`config.mk`:
```
export PLATFORM = sky130hd
export DESIGN_NAME = vfc_top
export DESIGN_NICKNAME = d
export VERILOG_FILES = /design/src/logic/vfc_pkg.sv /design/src/logic/vfc_fifo.sv /design/src/logic/vfc_top.sv
export VERILOG_INCLUDE_DIRS = /design/src /design/src/logic
export SDC_FILE = /design/constraint.sdc
export NUM_CORES = 1
export LEC_CHECK = 0
export ABC_CLOCK_PERIOD_IN_PS = 4400
export BUFFER_PORTS_ARGS = -buffer_cell sky130_fd_sc_hd__buf_2
export CAP_MARGIN = 5
export CORE_AREA = 2 2 155 157
export CTS_CLUSTER_SIZE = 20
export DETAILED_ROUTE_END_ITERATION = 8
export DIE_AREA = 0 0 157 159
export PLACE_DENSITY = 0.71
export SYNTH_ARGS = -nofsm -noshare
export SYNTH_HDL_FRONTEND = slang
export SYNTH_SLANG_ARGS = --single-unit
```
`constraint.sdc`:
```
create_clock -name core_clk -period 4.4 [get_ports core_clk]
set_clock_uncertainty 0.1 [all_clocks]
set_input_delay 0.66 -clock core_clk [delete_from_list [all_inputs] [get_ports core_clk]]
set_output_delay 0.66 -clock core_clk [all_outputs]
set_load 0.03 [all_outputs]
```
`src/logic/vfc_cfg.svh`:
```
// Constants for the video input format, clamp and sync control block
// Overview of operation
// - Component mode puts chroma black at 0x80
// - Component mode only when 0x10 bit4 set
// - No colour conversion; RGB samples pass unchanged
// - 4:4:4 maps luma green, Cb blue, Cr red
// - 4:2:2: blue low, red alternates even chroma
// - AC coupling default, DC via 0x10 bit3
// - AC mode clamps once every line
// - Clamp suppressed while loop coasts, unless enabled
// - Clamp starts when pixel count reaches start
// - Clamp lasts exactly width pixels per line
// - Green sync threshold 4-bit, hysteresis, filter registers
// - Three sync sources with activity detection
// - Protection mask ANDed on green composite sync
// - Mask gates hsync output unless disable bit
// - Gain 0x4C gives full phase gain
// - Midscale follows mode unless override bit set
`ifndef VFC_CFG_SVH
`define VFC_CFG_SVH
`define VFC_A_USER      8'h10
`define VFC_A_START_HI  8'h24
`define VFC_A_START_LO  8'h25
`define VFC_A_WIDTH     8'h26
`define VFC_A_OUTFMT    8'h28
`define VFC_A_GS_THR    8'h30
`define VFC_A_GS_CFG    8'h31
`define VFC_A_MID       8'h60
`define VFC_A_GAIN      8'h74
`define VFC_A_MASK      8'h7A
`define VFC_A_STATUS    8'h7F
`define VFC_B_DC        3
`define VFC_B_YUV       4
`define VFC_B_422       0
`define VFC_B_COASTCLP  2
`define VFC_B_MIDOVR    7
`define VFC_B_MID_B     4
`define VFC_B_MID_G     5
`define VFC_B_MID_R     6
`define VFC_B_MASKDIS   4
`define VFC_R_USER      8'h00
`define VFC_R_START     16'h0000
`define VFC_R_WIDTH     8'h08
`define VFC_R_GS_THR    8'h00
`define VFC_R_MID       8'h00
`define VFC_R_GAIN      8'h49
`define VFC_GAIN_TAPE   8'h4C
`define VFC_MIDSCALE    8'h80
`define VFC_ZERO8       8'h00
`define VFC_ACT_LIMIT   16'hFFFF
`define VFC_FIFO_DEPTH  4
`define VFC_FIFO_WIDTH  24
`endif

```
`src/logic/vfc_pkg.sv`:
```
// Types for the video input format, clamp and sync control block
package vfc_pkg;
    typedef enum logic [1:0] {
        VFC_IDLE  = 2'b00,
        VFC_WAIT  = 2'b01,
        VFC_CLAMP = 2'b10,
        VFC_DONE  = 2'b11
    } vfc_clamp_type;
endpackage

```
`src/logic/vfc_fifo.sv`:
```
// Small flip-flop FIFO for output pixel words
`timescale 1ns/1ps
module vfc_fifo #(
    parameter int WIDTH = 24,
    parameter int DEPTH = 4
) (
    // Clock and reset
    input  wire logic             clk,
    input  wire logic             rst_n,
    // Fill side
    input  wire logic             in_valid,
    output logic                  in_ready,
    input  wire logic [WIDTH-1:0] in_data,
    // Drain side
    output logic                  out_valid,
    input  wire logic             out_ready,
    output logic      [WIDTH-1:0] out_data
);
    localparam int AW = $clog2(DEPTH);
    logic [WIDTH-1:0] mem_q [DEPTH];
    logic [AW-1:0]    wr_q;
    logic [AW-1:0]    rd_q;
    logic [AW:0]      cnt_q;
    logic             push;
    logic             pop;

    assign in_ready  = (cnt_q != (AW+1)'(DEPTH));
    assign out_valid = (cnt_q != '0);
    assign push      = in_valid && in_ready;
    assign pop       = out_valid && out_ready;
    assign out_data  = mem_q[rd_q];

    always_ff @(posedge clk) begin
        if (push) begin
            mem_q[wr_q] <= in_data;
        end
    end

    always_ff @(posedge clk or negedge rst_n) begin
        if (!rst_n) begin
            wr_q  <= '0;
            rd_q  <= '0;
            cnt_q <= '0;
        end else begin
            if (push) begin
                wr_q <= (wr_q == AW'(DEPTH-1)) ? '0 : wr_q + 1'b1;
            end
            if (pop) begin
                rd_q <= (rd_q == AW'(DEPTH-1)) ? '0 : rd_q + 1'b1;
            end
            cnt_q <= cnt_q + (AW+1)'(push) - (AW+1)'(pop);
        end
    end
endmodule // vfc_fifo

```
`src/logic/vfc_top.sv`:
```
// Video input format, clamp timing and sync control
//
// Local design decisions: the strobed register port and the register offsets.
`timescale 1ns/1ps
`include "vfc_cfg.svh"
module vfc_top (
    // Clock and reset
    input  wire logic        core_clk,
    input  wire logic        rst_n,
    // Register port
    input  wire logic [7:0]  reg_addr,
    input  wire logic [7:0]  reg_wdata,
    input  wire logic        reg_wr,
    input  wire logic        reg_rd,
    output logic      [7:0]  reg_rdata,
    // Digitized samples, one per pixel clock
    input  wire logic [7:0]  adc_red,
    input  wire logic [7:0]  adc_green,
    input  wire logic [7:0]  adc_blue,
    input  wire logic        pix_valid,
    // Sync inputs (pins)
    input  wire logic        hsync_in,
    input  wire logic        vsync_in,
    input  wire logic        green_embedded_sync,
    input  wire logic        loop_coasting,
    input  wire logic        protect_detect,
    // Pixel output stream
    output logic      [7:0]  out_red,
    output logic      [7:0]  out_green,
    output logic      [7:0]  out_blue,
    output logic             out_valid,
    input  wire logic        out_ready,
    output logic             in_ready,
    // Analog side controls
    output logic             clamp_on,
    output logic             dc_coupled,
    output logic      [2:0]  midscale_en,
    output logic      [3:0]  gs_threshold,
    output logic      [7:0]  gs_config,
    output logic      [7:0]  loop_gain,
    output logic             loop_sync,
    output logic             hsync_out
);
    logic [1:0] rs_q;
    logic       rst_int_n;
    always_ff @(posedge core_clk or negedge rst_n) begin
        if (!rst_n) begin
            rs_q <= 2'b00;
        end else begin
            rs_q <= {rs_q[0], 1'b1};
        end
    end
    assign rst_int_n = rs_q[1];

    // Registers
    logic [7:0]  user_q;
    logic [15:0] start_q;
    logic [7:0]  width_q;
    logic [7:0]  outfmt_q;
    logic [7:0]  gs_thr_q;
    logic [7:0]  gs_cfg_q;
    logic [7:0]  mid_q;
    logic [7:0]  gain_q;
    logic [7:0]  mask_q;
    always_ff @(posedge core_clk or negedge rst_int_n) begin
        if (!rst_int_n) begin
            user_q    <= `VFC_R_USER;
            start_q   <= `VFC_R_START;
            width_q   <= `VFC_R_WIDTH;
            outfmt_q  <= `VFC_ZERO8;
            gs_thr_q  <= `VFC_R_GS_THR;
            gs_cfg_q  <= `VFC_ZERO8;
            mid_q     <= `VFC_R_MID;
            gain_q    <= `VFC_R_GAIN;
            mask_q    <= `VFC_ZERO8;
        end else if (reg_wr) begin
            case (reg_addr)
                `VFC_A_USER:     user_q        <= reg_wdata;
                `VFC_A_START_HI: start_q[15:8] <= reg_wdata;
                `VFC_A_START_LO: start_q[7:0]  <= reg_wdata;
                `VFC_A_WIDTH:    width_q       <= reg_wdata;
                `VFC_A_OUTFMT:   outfmt_q      <= reg_wdata;
                `VFC_A_GS_THR:   gs_thr_q      <= reg_wdata;
                `VFC_A_GS_CFG:   gs_cfg_q      <= reg_wdata;
                `VFC_A_MID:      mid_q         <= reg_wdata;
                `VFC_A_GAIN:     gain_q        <= reg_wdata;
                `VFC_A_MASK:     mask_q        <= reg_wdata;
                default: ;
            endcase
        end
    end

    // Pin synchronisers: change accepted once stages two and three agree
    logic [2:0] sy0_q, sy1_q, sy2_q, sy3_q, sy4_q;
    logic [4:0] pin_q;
    always_ff @(posedge core_clk or negedge rst_int_n) begin
        if (!rst_int_n) begin
            sy0_q <= 3'h0;
            sy1_q <= 3'h0;
            sy2_q <= 3'h0;
            sy3_q <= 3'h0;
            sy4_q <= 3'h0;
            pin_q <= 5'h00;
        end else begin
            sy0_q <= {sy0_q[1:0], hsync_in};
            sy1_q <= {sy1_q[1:0], vsync_in};
            sy2_q <= {sy2_q[1:0], green_embedded_sync};
            sy3_q <= {sy3_q[1:0], loop_coasting};
            sy4_q <= {sy4_q[1:0], protect_detect};
            if (sy0_q[1] == sy0_q[2]) pin_q[0] <= sy0_q[2];
            if (sy1_q[1] == sy1_q[2]) pin_q[1] <= sy1_q[2];
            if (sy2_q[1] == sy2_q[2]) pin_q[2] <= sy2_q[2];
            if (sy3_q[1] == sy3_q[2]) pin_q[3] <= sy3_q[2];
            if (sy4_q[1] == sy4_q[2]) pin_q[4] <= sy4_q[2];
        end
    end
    logic hs_s, vs_s, gs_s, coast_s, prot_s;
    assign {prot_s, coast_s, gs_s, vs_s, hs_s} = pin_q;

    // Copy-protection mask on the composite sync paths
    logic sync_mask;
    assign sync_mask = ~prot_s;
    assign loop_sync = gs_s & sync_mask;
    logic hs_prev_q, hsync_out_q;
    always_ff @(posedge core_clk or negedge rst_int_n) begin
        if (!rst_int_n) begin
            hsync_out_q <= 1'b0;
        end else begin
            hsync_out_q <= mask_q[`VFC_B_MASKDIS] ? hs_s
                                                  : (hs_s & sync_mask);
        end
    end
    assign hsync_out = hsync_out_q;

    // Activity detection per sync source, cleared by read of status
    logic [2:0] act_q;
    logic [2:0] prev_q;
    logic       stat_rd;
    assign stat_rd = reg_rd && (reg_addr == `VFC_A_STATUS);
    always_ff @(posedge core_clk or negedge rst_int_n) begin
        if (!rst_int_n) begin
            act_q  <= 3'h0;
            prev_q <= 3'h0;
        end else begin
            prev_q <= {gs_s, vs_s, hs_s};
            // Set beats clear so no edge is lost at the read
            act_q <= (stat_rd ? 3'h0 : act_q)
                   | ({gs_s, vs_s, hs_s} ^ prev_q);
        end
    end

    // Clamp timing
    vfc_pkg::vfc_clamp_type st_q;
    logic [15:0] pix_q;
    logic        hs_fall;
    logic        coast_line_q;
    always_ff @(posedge core_clk or negedge rst_int_n) begin
        if (!rst_int_n) begin
            hs_prev_q <= 1'b0;
        end else begin
            hs_prev_q <= hs_s;
        end
    end
    assign hs_fall = hs_prev_q & ~hs_s;

    always_ff @(posedge core_clk or negedge rst_int_n) begin
        if (!rst_int_n) begin
            coast_line_q <= 1'b0;
        end else if (hs_fall) begin
            coast_line_q <= coast_s;
        end else if (coast_s) begin
            coast_line_q <= 1'b1;
        end
    end

    always_ff @(posedge core_clk or negedge rst_int_n) begin
        if (!rst_int_n) begin
            st_q  <= vfc_pkg::VFC_IDLE;
            pix_q <= 16'h0000;
        end else if (hs_fall) begin
            st_q  <= vfc_pkg::VFC_WAIT;
            pix_q <= 16'h0000;
        end else begin
            pix_q <= pix_q + 16'h0001;
            case (st_q)
                vfc_pkg::VFC_WAIT: begin
                    if (pix_q == start_q) begin
                        st_q  <= (width_q == `VFC_ZERO8)
                                 ? vfc_pkg::VFC_DONE : vfc_pkg::VFC_CLAMP;
                        pix_q <= 16'h0000;
                    end
                end
                vfc_pkg::VFC_CLAMP: begin
                    if (pix_q[7:0] == width_q - 8'h01) begin
                        st_q <= vfc_pkg::VFC_DONE;
                    end
                end
                vfc_pkg::VFC_DONE: pix_q <= pix_q;
                vfc_pkg::VFC_IDLE: pix_q <= pix_q;
                default: st_q <= vfc_pkg::VFC_IDLE;
            endcase
        end
    end
    logic clamp_allow;
    assign clamp_allow = ~user_q[`VFC_B_DC]
                       & (mid_q[`VFC_B_COASTCLP] | ~coast_line_q);
    assign clamp_on    = (st_q == vfc_pkg::VFC_CLAMP) & clamp_allow;

    // Format mapping
    logic yuv;
    logic [2:0] mid_sel;
    assign yuv = user_q[`VFC_B_YUV];
    assign dc_coupled = user_q[`VFC_B_DC];
    // Bits are {red, green, blue}; a zero in the red or blue bit adds the half-scale shift
    assign mid_sel = mid_q[`VFC_B_MIDOVR]
        ? {mid_q[`VFC_B_MID_R], mid_q[`VFC_B_MID_G], mid_q[`VFC_B_MID_B]}
        : {~yuv, 1'b1, ~yuv};
    assign midscale_en   = mid_sel;
    assign gs_threshold  = gs_thr_q[3:0];
    assign gs_config     = gs_cfg_q;
    assign loop_gain     = gain_q;

    // Chroma black sits at mid scale: signed samples shifted up
    logic [7:0] red_c, blue_c;
    assign red_c  = mid_sel[2] ? adc_red  : adc_red  ^ `VFC_MIDSCALE;
    assign blue_c = mid_sel[0] ? adc_blue : adc_blue ^ `VFC_MIDSCALE;

    logic       odd_q;
    logic [7:0] cr_hold_q;
    logic       f_ready;
    logic [23:0] word;
    logic       dec;
    assign dec = yuv & outfmt_q[`VFC_B_422];
    always_ff @(posedge core_clk or negedge rst_int_n) begin
        if (!rst_int_n) begin
            odd_q     <= 1'b0;
            cr_hold_q <= `VFC_ZERO8;
        end else if (hs_fall) begin
            odd_q <= 1'b0;
        end else if (pix_valid && f_ready) begin
            odd_q <= ~odd_q;
            if (!odd_q) cr_hold_q <= red_c;
        end
    end
    // No colour conversion: 4:4:4 words pass channel for channel
    always_comb begin
        word = {red_c, adc_green, blue_c};
        if (dec) begin
            word = {odd_q ? cr_hold_q : blue_c, adc_green, `VFC_ZERO8};
        end
    end

    logic [23:0] f_data;
    vfc_fifo #(
        .WIDTH(`VFC_FIFO_WIDTH),
        .DEPTH(`VFC_FIFO_DEPTH)
    ) u_fifo (
        .clk       (core_clk),
        .rst_n     (rst_int_n),
        .in_valid  (pix_valid),
        .in_ready  (f_ready),
        .in_data   (word),
        .out_valid (out_valid),
        .out_ready (out_ready),
        .out_data  (f_data)
    );
    assign in_ready = f_ready;
    assign {out_red, out_green, out_blue} = f_data;

    // Register read, data one cycle later
    always_ff @(posedge core_clk or negedge rst_int_n) begin
        if (!rst_int_n) begin
            reg_rdata <= `VFC_ZERO8;
        end else if (reg_rd) begin
            case (reg_addr)
                `VFC_A_USER:     reg_rdata <= user_q;
                `VFC_A_START_HI: reg_rdata <= start_q[15:8];
                `VFC_A_START_LO: reg_rdata <= start_q[7:0];
                `VFC_A_WIDTH:    reg_rdata <= width_q;
                `VFC_A_OUTFMT:   reg_rdata <= outfmt_q;
                `VFC_A_GS_THR:   reg_rdata <= gs_thr_q;
                `VFC_A_GS_CFG:   reg_rdata <= gs_cfg_q;
                `VFC_A_MID:      reg_rdata <= mid_q;
                `VFC_A_GAIN:     reg_rdata <= gain_q;
                `VFC_A_MASK:     reg_rdata <= mask_q;
                `VFC_A_STATUS:   reg_rdata <= {3'h0, coast_s, prot_s, act_q};
                default:         reg_rdata <= `VFC_ZERO8;
            endcase
        end else begin
            reg_rdata <= `VFC_ZERO8;
        end
    end

    // Checks
    AST_CLAMP_DC_OFF: assert property (@(posedge core_clk)
        disable iff (!rst_int_n) dc_coupled |-> !clamp_on)
        else $error("clamp active in dc mode");
    AST_COAST_SUPPRESS: assert property (@(posedge core_clk)
        disable iff (!rst_int_n)
        (coast_line_q && !mid_q[`VFC_B_COASTCLP]) |-> !clamp_on)
        else $error("clamp during coast");
    AST_CLAMP_START: assert property (@(posedge core_clk)
        disable iff (!rst_int_n)
        (st_q == vfc_pkg::VFC_WAIT && pix_q == start_q && !hs_fall
         && width_q != `VFC_ZERO8)
        |=> st_q == vfc_pkg::VFC_CLAMP)
        else $error("clamp did not start");
    AST_CLAMP_END: assert property (@(posedge core_clk)
        disable iff (!rst_int_n)
        (st_q == vfc_pkg::VFC_CLAMP && pix_q[7:0] == width_q - 8'h01
         && !hs_fall) |=> st_q == vfc_pkg::VFC_DONE)
        else $error("clamp width wrong");
    AST_RESTART: assert property (@(posedge core_clk)
        disable iff (!rst_int_n)
        hs_fall |=> (pix_q == 16'h0000 && st_q == vfc_pkg::VFC_WAIT))
        else $error("counter not restarted");

    AST_HS_MASK: assert property (@(posedge core_clk)
        disable iff (!rst_int_n)
        (prot_s && !mask_q[`VFC_B_MASKDIS]) |=> !hsync_out)
        else $error("hsync not masked");
    AST_LOOP_MASK: assert property (@(posedge core_clk)
        disable iff (!rst_int_n) prot_s |-> !loop_sync)
        else $error("loop sync not masked");
    AST_422_BLUE: assert property (@(posedge core_clk)
        disable iff (!rst_int_n) dec |-> word[7:0] == `VFC_ZERO8)
        else $error("blue not low in 4:2:2");
    AST_MID_CHROMA: assert property (@(posedge core_clk)
        disable iff (!rst_int_n)
        (yuv && !mid_q[`VFC_B_MIDOVR] && !dec)
        |-> word[7:0] == (adc_blue ^ `VFC_MIDSCALE))
        else $error("chroma black not mid scale");
    AST_GAIN_LOAD: assert property (@(posedge core_clk)
        disable iff (!rst_int_n) (reg_wr && reg_addr == `VFC_A_GAIN)
        |=> loop_gain == $past(reg_wdata))
        else $error("loop gain not loaded");
    AST_ACT_SET: assert property (@(posedge core_clk)
        disable iff (!rst_int_n) (hs_s != prev_q[0]) |=> act_q[0])
        else $error("hsync activity missed");

    COV_CLAMP: cover property (@(posedge core_clk) clamp_on);
    COV_422: cover property (@(posedge core_clk) dec && pix_valid);
    COV_FULL: cover property (@(posedge core_clk) !f_ready);
    COV_COAST: cover property (@(posedge core_clk) hs_fall && coast_line_q);
endmodule // vfc_top

```
-- After elaboration in Yosys (flattened, before gate mapping)
Memories as Yosys holds them, arrays and structs flattened.
Index checks and enable logic that the tools add are counted.
- memories kept: 1
- logic and storage cells: 133
- bits of input ports: 51
- RAM bits: 96
- register bits: 153
- output and inout port bits: 61
- eq/ne operators: 27
- mux-type cells: 25
- add/subtract/negate cells: 6
- bitwise operators: 18
- reduce and logical (&&, ||, !) cells: 22
- memories (name ; depth ; width ; rd ports ; clocked after memory_dff ; write ports ; RTL line ; text):
    u_fifo.mem_q ; 4 ; 24 ; 1 ; 0 ; 1 ; vfc_fifo.sv:20 ; logic [WIDTH-1:0] mem_q [DEPTH];
- operators by type and width (kind ; number):
    $pmux W8 S11 ; 1
    $eq A8 B6 Y1 const B ; 6
    $eq A8 B7 Y1 const B ; 4
    $mux W16 ; 2
    $mux W8 ; 4
    $pmux W16 S2 ; 1
    $mux W24 ; 1
    $reduce_and A2 Y1 ; 10
    $add A16 B1 Y16 const B ; 1
    $eq A16 B16 Y1 ; 1
    $mux W2 ; 5
    $ne A3 B3 Y1 const B ; 3
    $not A1 Y1 ; 9
    $eq A2 B2 Y1 const B ; 4
    $eq A8 B5 Y1 const B ; 1
    $eq A8 B8 Y1 ; 1
    $logic_not A8 Y1 ; 1
    $mux W1 ; 8
    $sub A8 B1 Y8 const B ; 1
    $and A1 B1 Y1 ; 6
    $mux W3 ; 2
    $reduce_and A3 Y1 ; 2
    $reduce_bool A3 Y1 ; 2
    $eq A1 B1 Y1 ; 5
    13 further kinds ; 17

-- Depth between registers and ports, before layout
Gate-level depths: netlist of the first run.
- depth in word-level cells: 5
- gate-level depth with buffers: 10
- depth with buffers taken out: 10

-- By module
From an unflattened synthesis of the first run, not the netlist that was laid out.
- cell total of the unflattened synthesis: 756
- area total of the unflattened synthesis: 10986.8 µm²
- modules (own cells, without submodules) (module ; area each (µm²) ; cells an instance ; times used ; sequential area each (µm²)):
    vfc_top ; 7081.8 ; 592 ; 1 ; 3633.5
    vfc_fifo ; 3905.0 ; 164 ; 1 ; 3057.9

-- Worst setup path before layout of the first run
Ideal clock, no wire load.
- path type: register to register
- from: register u_fifo.cnt_q[0]
- to: register u_fifo.cnt_q[2]
- path buffers: 0
- data arrival time: 2268 ps
- required time: 4177 ps
- stages on the path, launching flop included: 11
- setup slack: 1909 ps
- period minus slack after synthesis: 2491 ps
- setup time: 123 ps
- cells stage by stage: dfrtp_1 or3_1 nand2_1 inv_1 ha_1 inv_1 ha_1 inv_1 fa_1 xnor2_1 xnor2_1
- elaborated cells between the ends (all ways): 6
- classes of those cells: 2 x add/sub; 1 x eq/ne; 3 x reduce/logical
- RTL lines (element ; RTL line ; text):
    start, declared ; vfc_fifo.sv:23 ; logic [AW:0] cnt_q;
    start signal, assigned ; vfc_fifo.sv:51 ; cnt_q <= cnt_q + (AW+1)'(push) - (AW+1)'(pop);
    $reduce_bool A3 Y1 ; vfc_fifo.sv:28 ; assign out_valid = (cnt_q != '0);
    net out_valid ; vfc_top.sv:31 ; output logic out_valid,
    $logic_and A1 B1 Y1 ; vfc_fifo.sv:30 ; assign pop = out_valid && out_ready;
    net u_fifo.pop ; vfc_fifo.sv:25 ; logic pop;
    $sub A3 B1 Y3 ; vfc_fifo.sv:51 ;
The timed path passes the listed nets, and every way through them passes these cells.
A chain may end at the register's enable or synchronous reset.

-- Final worst setup path of the first run
- from: register u_fifo.rd_q[0]
- to: output port out_blue[0]
- word-level cells in the longest chain between the ends: 1
- RTL lines (element ; RTL line ; text):
    start, declared ; vfc_fifo.sv:22 ; logic [AW-1:0] rd_q;
    start signal, assigned ; vfc_fifo.sv:49 ; rd_q <= (rd_q == AW'(DEPTH-1)) ? '0 : rd_q + 1'b1;
    $mem_v2 Z4 W24 ; n/a ;
    end, declared ; vfc_top.sv:30 ; output logic [7:0] out_blue,
No other way between the ends.

==> impl_summary.txt, run 1 <==
----------------------------------------------------
[Min path]
  Hold-critical path endpoint ... sy0_q[0]
  Min-delay src ... hsync_in
  Hold Crit Depth ... 1
  Type of the most critical hold path ... in -> reg

[Finish]
  Share of layout cells above drive strength 1 ... 0.341
  Largest register FFs ... 96
  Biggest register ... u_fifo.mem_q
  Fillcell total ... 1928
  Registers with the most flip-flops ... u_fifo.mem_q (96), pix_q (16), start_q (16)
  Util after Layout ... 0.539
  Net count reported at finish ... 922
  Area Growth Syn to Fin ... 15.3%

[STA]
  Final hold violation count ... 0
  Final period utilization ... 0.693
  Pin slew with the least headroom to its limit ... 0.886 ns
  Relative slew slack ... 0.405
  Final-layout setup total negative slack ... 0 ns
  Final count of negative-setup-slack endpoints ... 0
  Achievable Freq ... 328 MHz
  Setup repair after global routing missed its margin ... no
  Period minus WS final ... 3.05 ns
  Final count of pins violating max slew ... 0

[Power]
  Switch Pwr ... 2.07 mW
  Largest vdd supply drop ... 0.268 mV
  Power density over cell area ... 535 mW/mm2
  Part of the total power dissipated in the clock network ... 0.310
  Combinational power share ... 0.242
  Switching part of the total power ... 0.309
  Static Leak ... 5.38 nW
  Sequential share of power ... 0.448
  Internal Pwr Total ... 4.63 mW

[Die]
  Ports placed on the boundary ... 112
  Die width ... 157 um
  Core area ... 0.0232 mm2
  Die outline area ... 0.0250 mm2
  Standard-cell rows ... 56
  DIE HEIGHT ... 159 um
  Initial core utilization ... 0.468

[Clock tree]
  Clock Pin Slew Worst Setup and Hold Paths ... 0.06 ns
  TritonCTS Sinks ... 248
  Postcts setup bufs ... 0
  Bufs on Longest Clock Path ... 3
  Num CTS Buffers ... 26
  TritonCTS clock tree ... yes
  Buffer cell driving the clock tree root ... clkbuf_16
  Clock insertion delay at the later pin of the skew report ... 0.53 ns
  H-Tree Depth ... 1

[Logic synthesis]
  Cells after Synth ... 748
  Number of flops mapped to enable cells by yosys ... 96
  Area of the mapped netlist ... 0.0108 mm2
  Mux cell area share after synthesis ... 0.160
  Share of synthesized cell area in and, or, nand and nor gates ... 0.0840
  Share of synthesized cell area in full adder, half adder and majority cells ... 0.0215
  Share of flip-flops with an asynchronous set or reset after synthesis ... 0.613
  Yosys top cell area share ... 0.341
  Mean post-synth cell area ... 14.5 um2
  Count of different cell masters after synthesis ... 68
  Combinational family with the most area after synthesis ... multiplexers
  Net count after synthesis ... 813
  Fraction of the yosys area taken by sequential cells ... 0.617
  Synthesis-stage register bit count ... 248
  Top post-synthesis cells by area ... dfrtp_1, edfxtp_1, mux2_2
  Area fraction in compound gates after synthesis ... 0.0573
  Cell accounting for the most synthesized area ... dfrtp_1
  Yosys warning total ... 0
  Area share of xor/xnor cells in the synthesized design ... 0.0363
  Commonest register cell after synthesis ... dfrtp_1

[Worst setup path]
  Kind of start point of the critical path ... flip-flop
  Cells traversed along the worst timing path ... mux4_2 > buf_2
  Required time at the endpoint of the critical path ... 3.64 ns
  Arrival time of the worst setup path ... 2.29 ns
  Capturing element type of the critical path ... primary output
  Worst R2R Setup Slack ... 1.89 ns
  Highest-delay cell along the critical path ... dfrtp_2
  Type of the worst setup path ... reg -> out
  R2r endpoint ... pix_q[13]
  Top Family by Delay on Critical Path ... flip-flops
  Worst flop-to-flop path startpoint ... pix_q[1]
  Combined buffer and inverter count along the critical path ... 1
  Peak fanout along the critical path ... 27
  Crit path largest cell delay ... 0.94 ns
  R2R depth ... 6

[Global route]
  Maximum number of pins on one net before global-route repair ... 151
  GRT Resource Usage Total ... 0.194
  Residual overflow from global routing ... 0
  Wire length of the first global-routing pass ... 38.0 mm
  Initial antenna violation count ... 1
  Vias in the first global route ... 6595

[Detailed routing]
  Via/cell ratio ... 5.58
  Number of violations reported at the end of detailed-routing iteration 0 ... 567
  First-pass detailed-route iteration total ... 5
  Wire length per cell ... 20.0 um
  Vias ... 6677
  Post-route DRC ... 0
  Post-detailed-route count of antenna-violating nets ... 0
  Overall routed net length ... 23.9 mm

[Placement]
  Half-perimeter wire length of the detailed placement result ... 15.8 mm
  Placer congestion estimate ... 0.927
  Port-buffer cells ... 111

[Job]
  Count of max-cap constraint violations ... 0

[Outcome]
  Run status ... finished, final reports clean

----------------------------------------------------
[worst register-to-register path, stage by stage (launching register included)]
cell and delay [ns]:
dfrtp_1 0.47, xor2_1 0.18, nor4_1 0.33, nand4_1 0.24, o21ai_0 0.68, o21ai_0 0.20
a21o_1 0.21
[final cells by class]
type | count | area, um2 | area share
tap | 319 | 399 | 0.0319
sequential | 248 | 6700 | 0.535
clock buffer | 37 | 743 | 0.0594
multi-input combinational | 443 | 3890 | 0.311
clock inverter | 10 | 68.8 | 0.00550
inverter | 18 | 67.6 | 0.00540
timing repair buffer | 120 | 638 | 0.0510
antenna | 1 | 2.50 | 0.000200
[routing by layer]
metal / vias up / wire length [um] / GRT usage
met2: 222 / 11200 / 0.308
met3: 41 / 1370 / 0.0269
met5: - / 0 / 0
met1: 3405 / 10800 / 0.285
li1: 3009 / - / -
met4: 0 / 557 / 0.0467
[power by group through the flow]
stage	Clock, mW	Sequential [mW]	Combinational (mW)
after floorplan	0	2.93	1.28
after global placement	0	3.04	1.61
after detailed placement	0	3.05	1.64
after CTS	2.12	3.01	1.64
after global routing	2.21	3.05	1.77
final	2.08	3.00	1.62
[kinds of logic (layout without fill, tap and decap cells)]
logic type                 after synthesis  after routing
AOI/OAI and AO/OA                       87             87
adders and majority gates               19             19
and+or+nand+nor                        160            160
xor gates and xnor gates                45             45
other                                    1              2
DFF                                    248            248
muxes                                  131            131
buffers and inverters                   57            185
[per-stage QoR]
step	std cells	instance area, um2	power [mW]	hold WS [ns]	setup WS, ns
2_1_floorplan	748	10800	4.21	0.231	1.78
4_1_cts	1195	12500	6.77	0.123	1.27
3_5_place_dp	1147	11700	4.69	0.237	1.53
6_report	1196	12500	6.70	0.139	1.35
5_1_grt	1196	12500	7.03	0.127	1.17
3_3_place_gp	1147	11700	4.65	0.233	1.56
[cell usage after synthesis, types with 13 or more instances]
cell / instances
inv_1: 18
nor2_1: 29
mux4_2: 24
o21ai_0: 24
dfrtp_1: 148
xnor2_1: 15
xor2_1: 30
nand2_1: 39
ha_1: 13
edfxtp_1: 96
mux2_2: 95
[worst max-delay path by stage]
stage,slack [ns],startpoint,endpoint,cells past startpoint
after floorplan,1.78,rs_q[1],act_q[0],0
after global placement,1.56,reg_addr[4],gs_config[5],5
after detailed placement,1.53,reg_addr[3],start_q[10],5
after CTS,1.27,u_fifo.rd_q[0],out_red[1],2
after global routing,1.17,u_fifo.rd_q[0],out_blue[0],2
final,1.35,u_fifo.rd_q[0],out_blue[0],2
[repair_timing]
item	CTS	global route
hold endpoints to repair	2	0
gates resized for setup	0	0
hold buffers	1	0
[placed cells by master (no fill, tap or decap), types with 12 or more instances in the layout]
master / Yosys / layout
dfrtp_1: 148 / 146
buf_2: 9 / 111
edfxtp_1: 96 / 96
mux2_2: 95 / 95
nand2_1: 39 / 39
xor2_1: 30 / 30
nor2_1: 29 / 29
clkbuf_16: 0 / 27
o21ai_0: 24 / 24
mux4_2: 24 / 24
inv_1: 18 / 18
xnor2_1: 15 / 15
ha_1: 13 / 13
mux2i_1: 12 / 12
nand3_1: 12 / 12
a222oi_1: 12 / 12
(Power assumes the default switching activity.)
==> run 2: changes to the inputs <==
--- a/config.mk
+++ b/config.mk
@@ -6,14 +6,14 @@
 export SDC_FILE = /design/constraint.sdc
 export NUM_CORES = 1
 export LEC_CHECK = 0
-export ABC_CLOCK_PERIOD_IN_PS = 4400
+export ABC_CLOCK_PERIOD_IN_PS = 2850
 export BUFFER_PORTS_ARGS = -buffer_cell sky130_fd_sc_hd__buf_2
 export CAP_MARGIN = 5
 export CORE_AREA = 2 2 155 157
 export CTS_CLUSTER_SIZE = 20
 export DETAILED_ROUTE_END_ITERATION = 8
 export DIE_AREA = 0 0 157 159
-export PLACE_DENSITY = 0.71
+export PLACE_DENSITY = 0.69
 export SYNTH_ARGS = -nofsm -noshare
 export SYNTH_HDL_FRONTEND = slang
 export SYNTH_SLANG_ARGS = --single-unit
==> constraint.sdc (replaced) <==
create_clock -name core_clk -period 2.85 [get_ports core_clk]
set_clock_uncertainty 0.1 [all_clocks]
set_input_delay 0.4275 -clock core_clk [delete_from_list [all_inputs] [get_ports core_clk]]
set_output_delay 0.4275 -clock core_clk [all_outputs]
set_load 0.03 [all_outputs]
==> run 2 against run 1 <==
Net effect:
- sequential power increased by 53%
- largest power group unchanged
- core utilization increased by 1.1 points
- critical endpoint is now out_blue[3]
- final area increased by 2.1%
==> impl_summary.txt, run 2 (synthesis gave the netlist of run 1 again) <==
----------------------------------------------------
[Outcome]
  Run status ... finished, final reports clean

[Min path]
  Hold-critical path endpoint ... u_fifo.mem_q[0][13]
  Type of the most critical hold path ... in -> reg
  Hold Crit Depth ... 1
  Min-delay src ... adc_green[5]

[Clock tree]
  Clock insertion delay at the later pin of the skew report ... 0.53 ns
  Postcts setup bufs ... 0
  H-Tree Depth ... 1
  Num CTS Buffers ... 27
  Clock Pin Slew Worst Setup and Hold Paths ... 0.06 ns
  PostCTS Resize Cnt ... 0
  Buffer cell driving the clock tree root ... clkbuf_16
  TritonCTS Sinks ... 248
  TritonCTS clock tree ... yes
  Bufs on Longest Clock Path ... 3

[Placement]
  Port-buffer cells ... 111
  Place WS ... 0.372 ns
  Placer congestion estimate ... 0.902
  Half-perimeter wire length of the detailed placement result ... 16.7 mm

[STA]
  Final period utilization ... 0.926
  Final hold violation count ... 0
  Final count of negative-setup-slack endpoints ... 0
  Relative slew slack ... 0.533
  Setup repair after global routing missed its margin ... no
  Final-layout setup total negative slack ... 0 ns
  Pin slew with the least headroom to its limit ... 0.700 ns
  Final count of pins violating max slew ... 0
  Achievable Freq ... 379 MHz
  Period minus WS final ... 2.64 ns
  Final worst-path setup slack ... 0.212 ns

[Worst setup path]
  R2R depth ... 10
  Required time at the endpoint of the critical path ... 2.32 ns
  Combined buffer and inverter count along the critical path ... 2
  Type of the worst setup path ... reg -> out
  Kind of start point of the critical path ... flip-flop
  Cells traversed along the worst timing path ... buf_12 > mux4_2 > buf_2
  Capturing element type of the critical path ... primary output
  R2r endpoint ... u_fifo.cnt_q[2]
  Highest-delay cell along the critical path ... dfrtp_2
  Worst flop-to-flop path startpoint ... u_fifo.cnt_q[2]
  Arrival time of the worst setup path ... 2.11 ns
  Crit path largest cell delay ... 0.65 ns
  Peak fanout along the critical path ... 16
  Top Family by Delay on Critical Path ... flip-flops
  Worst R2R Setup Slack ... 0.41 ns

[Finish]
  Registers with the most flip-flops ... u_fifo.mem_q (96), pix_q (16), start_q (16)
  Net count reported at finish ... 941
  Largest register FFs ... 96
  Area Growth Syn to Fin ... 17.7%
  Most frequent cells in the layout ... dfrtp_1, buf_2, edfxtp_1, mux2_2, nand2_1
  Biggest register ... u_fifo.mem_q
  Most common cell after layout, fill and taps aside ... dfrtp_1
  Fillcell total ... 1954
  Share of layout cells above drive strength 1 ... 0.359

[Die]
  DIE HEIGHT ... 159 um
  Core area ... 0.0232 mm2
  Ports placed on the boundary ... 112
  Die outline area ... 0.0250 mm2
  Die width ... 157 um
  Standard-cell rows ... 56
  Initial core utilization ... 0.468

[Detailed routing]
  Post-detailed-route count of antenna-violating nets ... 0
  Wire length per cell ... 20.0 um
  Via/cell ratio ... 5.46
  Overall routed net length ... 24.3 mm
  Number of violations reported at the end of detailed-routing iteration 0 ... 495
  Vias ... 6636
  Post-route DRC ... 0
  First-pass detailed-route iteration total ... 5

[Power]
  Switch Pwr ... 3.30 mW
  Sequential share of power ... 0.427
  Power density over cell area ... 839 mW/mm2
  Internal Pwr Total ... 7.42 mW
  Combinational power share ... 0.246
  Part of the total power dissipated in the clock network ... 0.327
  Largest vdd supply drop ... 0.418 mV
  Static Leak ... 5.52 nW
  Switching part of the total power ... 0.308

[Global route]
  Vias in the first global route ... 6702
  Residual overflow from global routing ... 0
  Maximum number of pins on one net before global-route repair ... 54
  Wire length of the first global-routing pass ... 38.5 mm
  GRT Resource Usage Total ... 0.199
  Initial antenna violation count ... 1

[Job]
  Count of max-cap constraint violations ... 0

----------------------------------------------------
-- run 2: cell count changes in the layout (fill, tap and decap cells not counted), sizes merged --
cell,before,now
buf,119,132
clkbuf,37,32
dlygate4sd3,1,6
clkinvlp,0,3
bufinv,1,3
inv,18,20
-- run 2: metal layers --
metal,track usage,vias to the layer above,share of wire
li1,-,3037,-
met1,0.286,3314,0.44
met2,0.317,243,0.47
met3,0.0272,42,0.061
met4,0.0613,0,0.026
met5,0,-,0
-- run 2: how the worst max path moves through the flow --
stage	from	end	cells after the start
final	u_fifo.rd_q[0]	out_blue[3]	3
after global routing	u_fifo.rd_q[0]	out_blue[3]	3
after CTS	u_fifo.rd_q[0]	out_blue[3]	3
after detailed placement	reg_addr[1]	reg_rdata[6]	7
after global placement	reg_addr[3]	reg_rdata[3]	7
after floorplan	rs_q[1]	act_q[0]	0
-- run 2: stage by stage --
step	power (mW)	cells	util	cell area, um2	hold WS (ns)
after global placement	7.25	1160	0.509	11800	0.115
after global routing	11.2	1216	0.551	12800	0.00569
final	10.7	1216	0.551	12800	0.0197
after detailed placement	7.32	1160	0.509	11800	0.119
after CTS	10.8	1215	0.550	12800	0.00407
after floorplan	6.50	748	-	10800	0.0319
-- run 2: cell type report --
class / count / area, um2 / share of cell area
Antenna cell: 1 / 2.50 / 0.000196
Clock buffer: 32 / 724 / 0.0567
Clock inverter: 17 / 175 / 0.0137
Inverter: 18 / 67.6 / 0.00529
Multi-Input combinational cell: 443 / 3890 / 0.305
Sequential cell: 248 / 6700 / 0.524
Tap cell: 319 / 399 / 0.0313
Timing Repair Buffer: 138 / 811 / 0.0635
-- run 2: timing repair --
| action | in CTS | in global routing |
|---|---|---|
| hold buffers | 6 | 0 |
| endpoints found under the hold margin | 7 | 0 |
| endpoints found under the setup margin | 0 | 0 |
-- run 2: power groups by stage --
stage	combinational (mW)	sequential [mW]	clock, mW
after floorplan	1.97	4.53	0
after global placement	2.62	4.62	0
after detailed placement	2.67	4.65	0
after CTS	2.67	4.59	3.58
after global routing	2.88	4.64	3.71
final	2.63	4.58	3.51
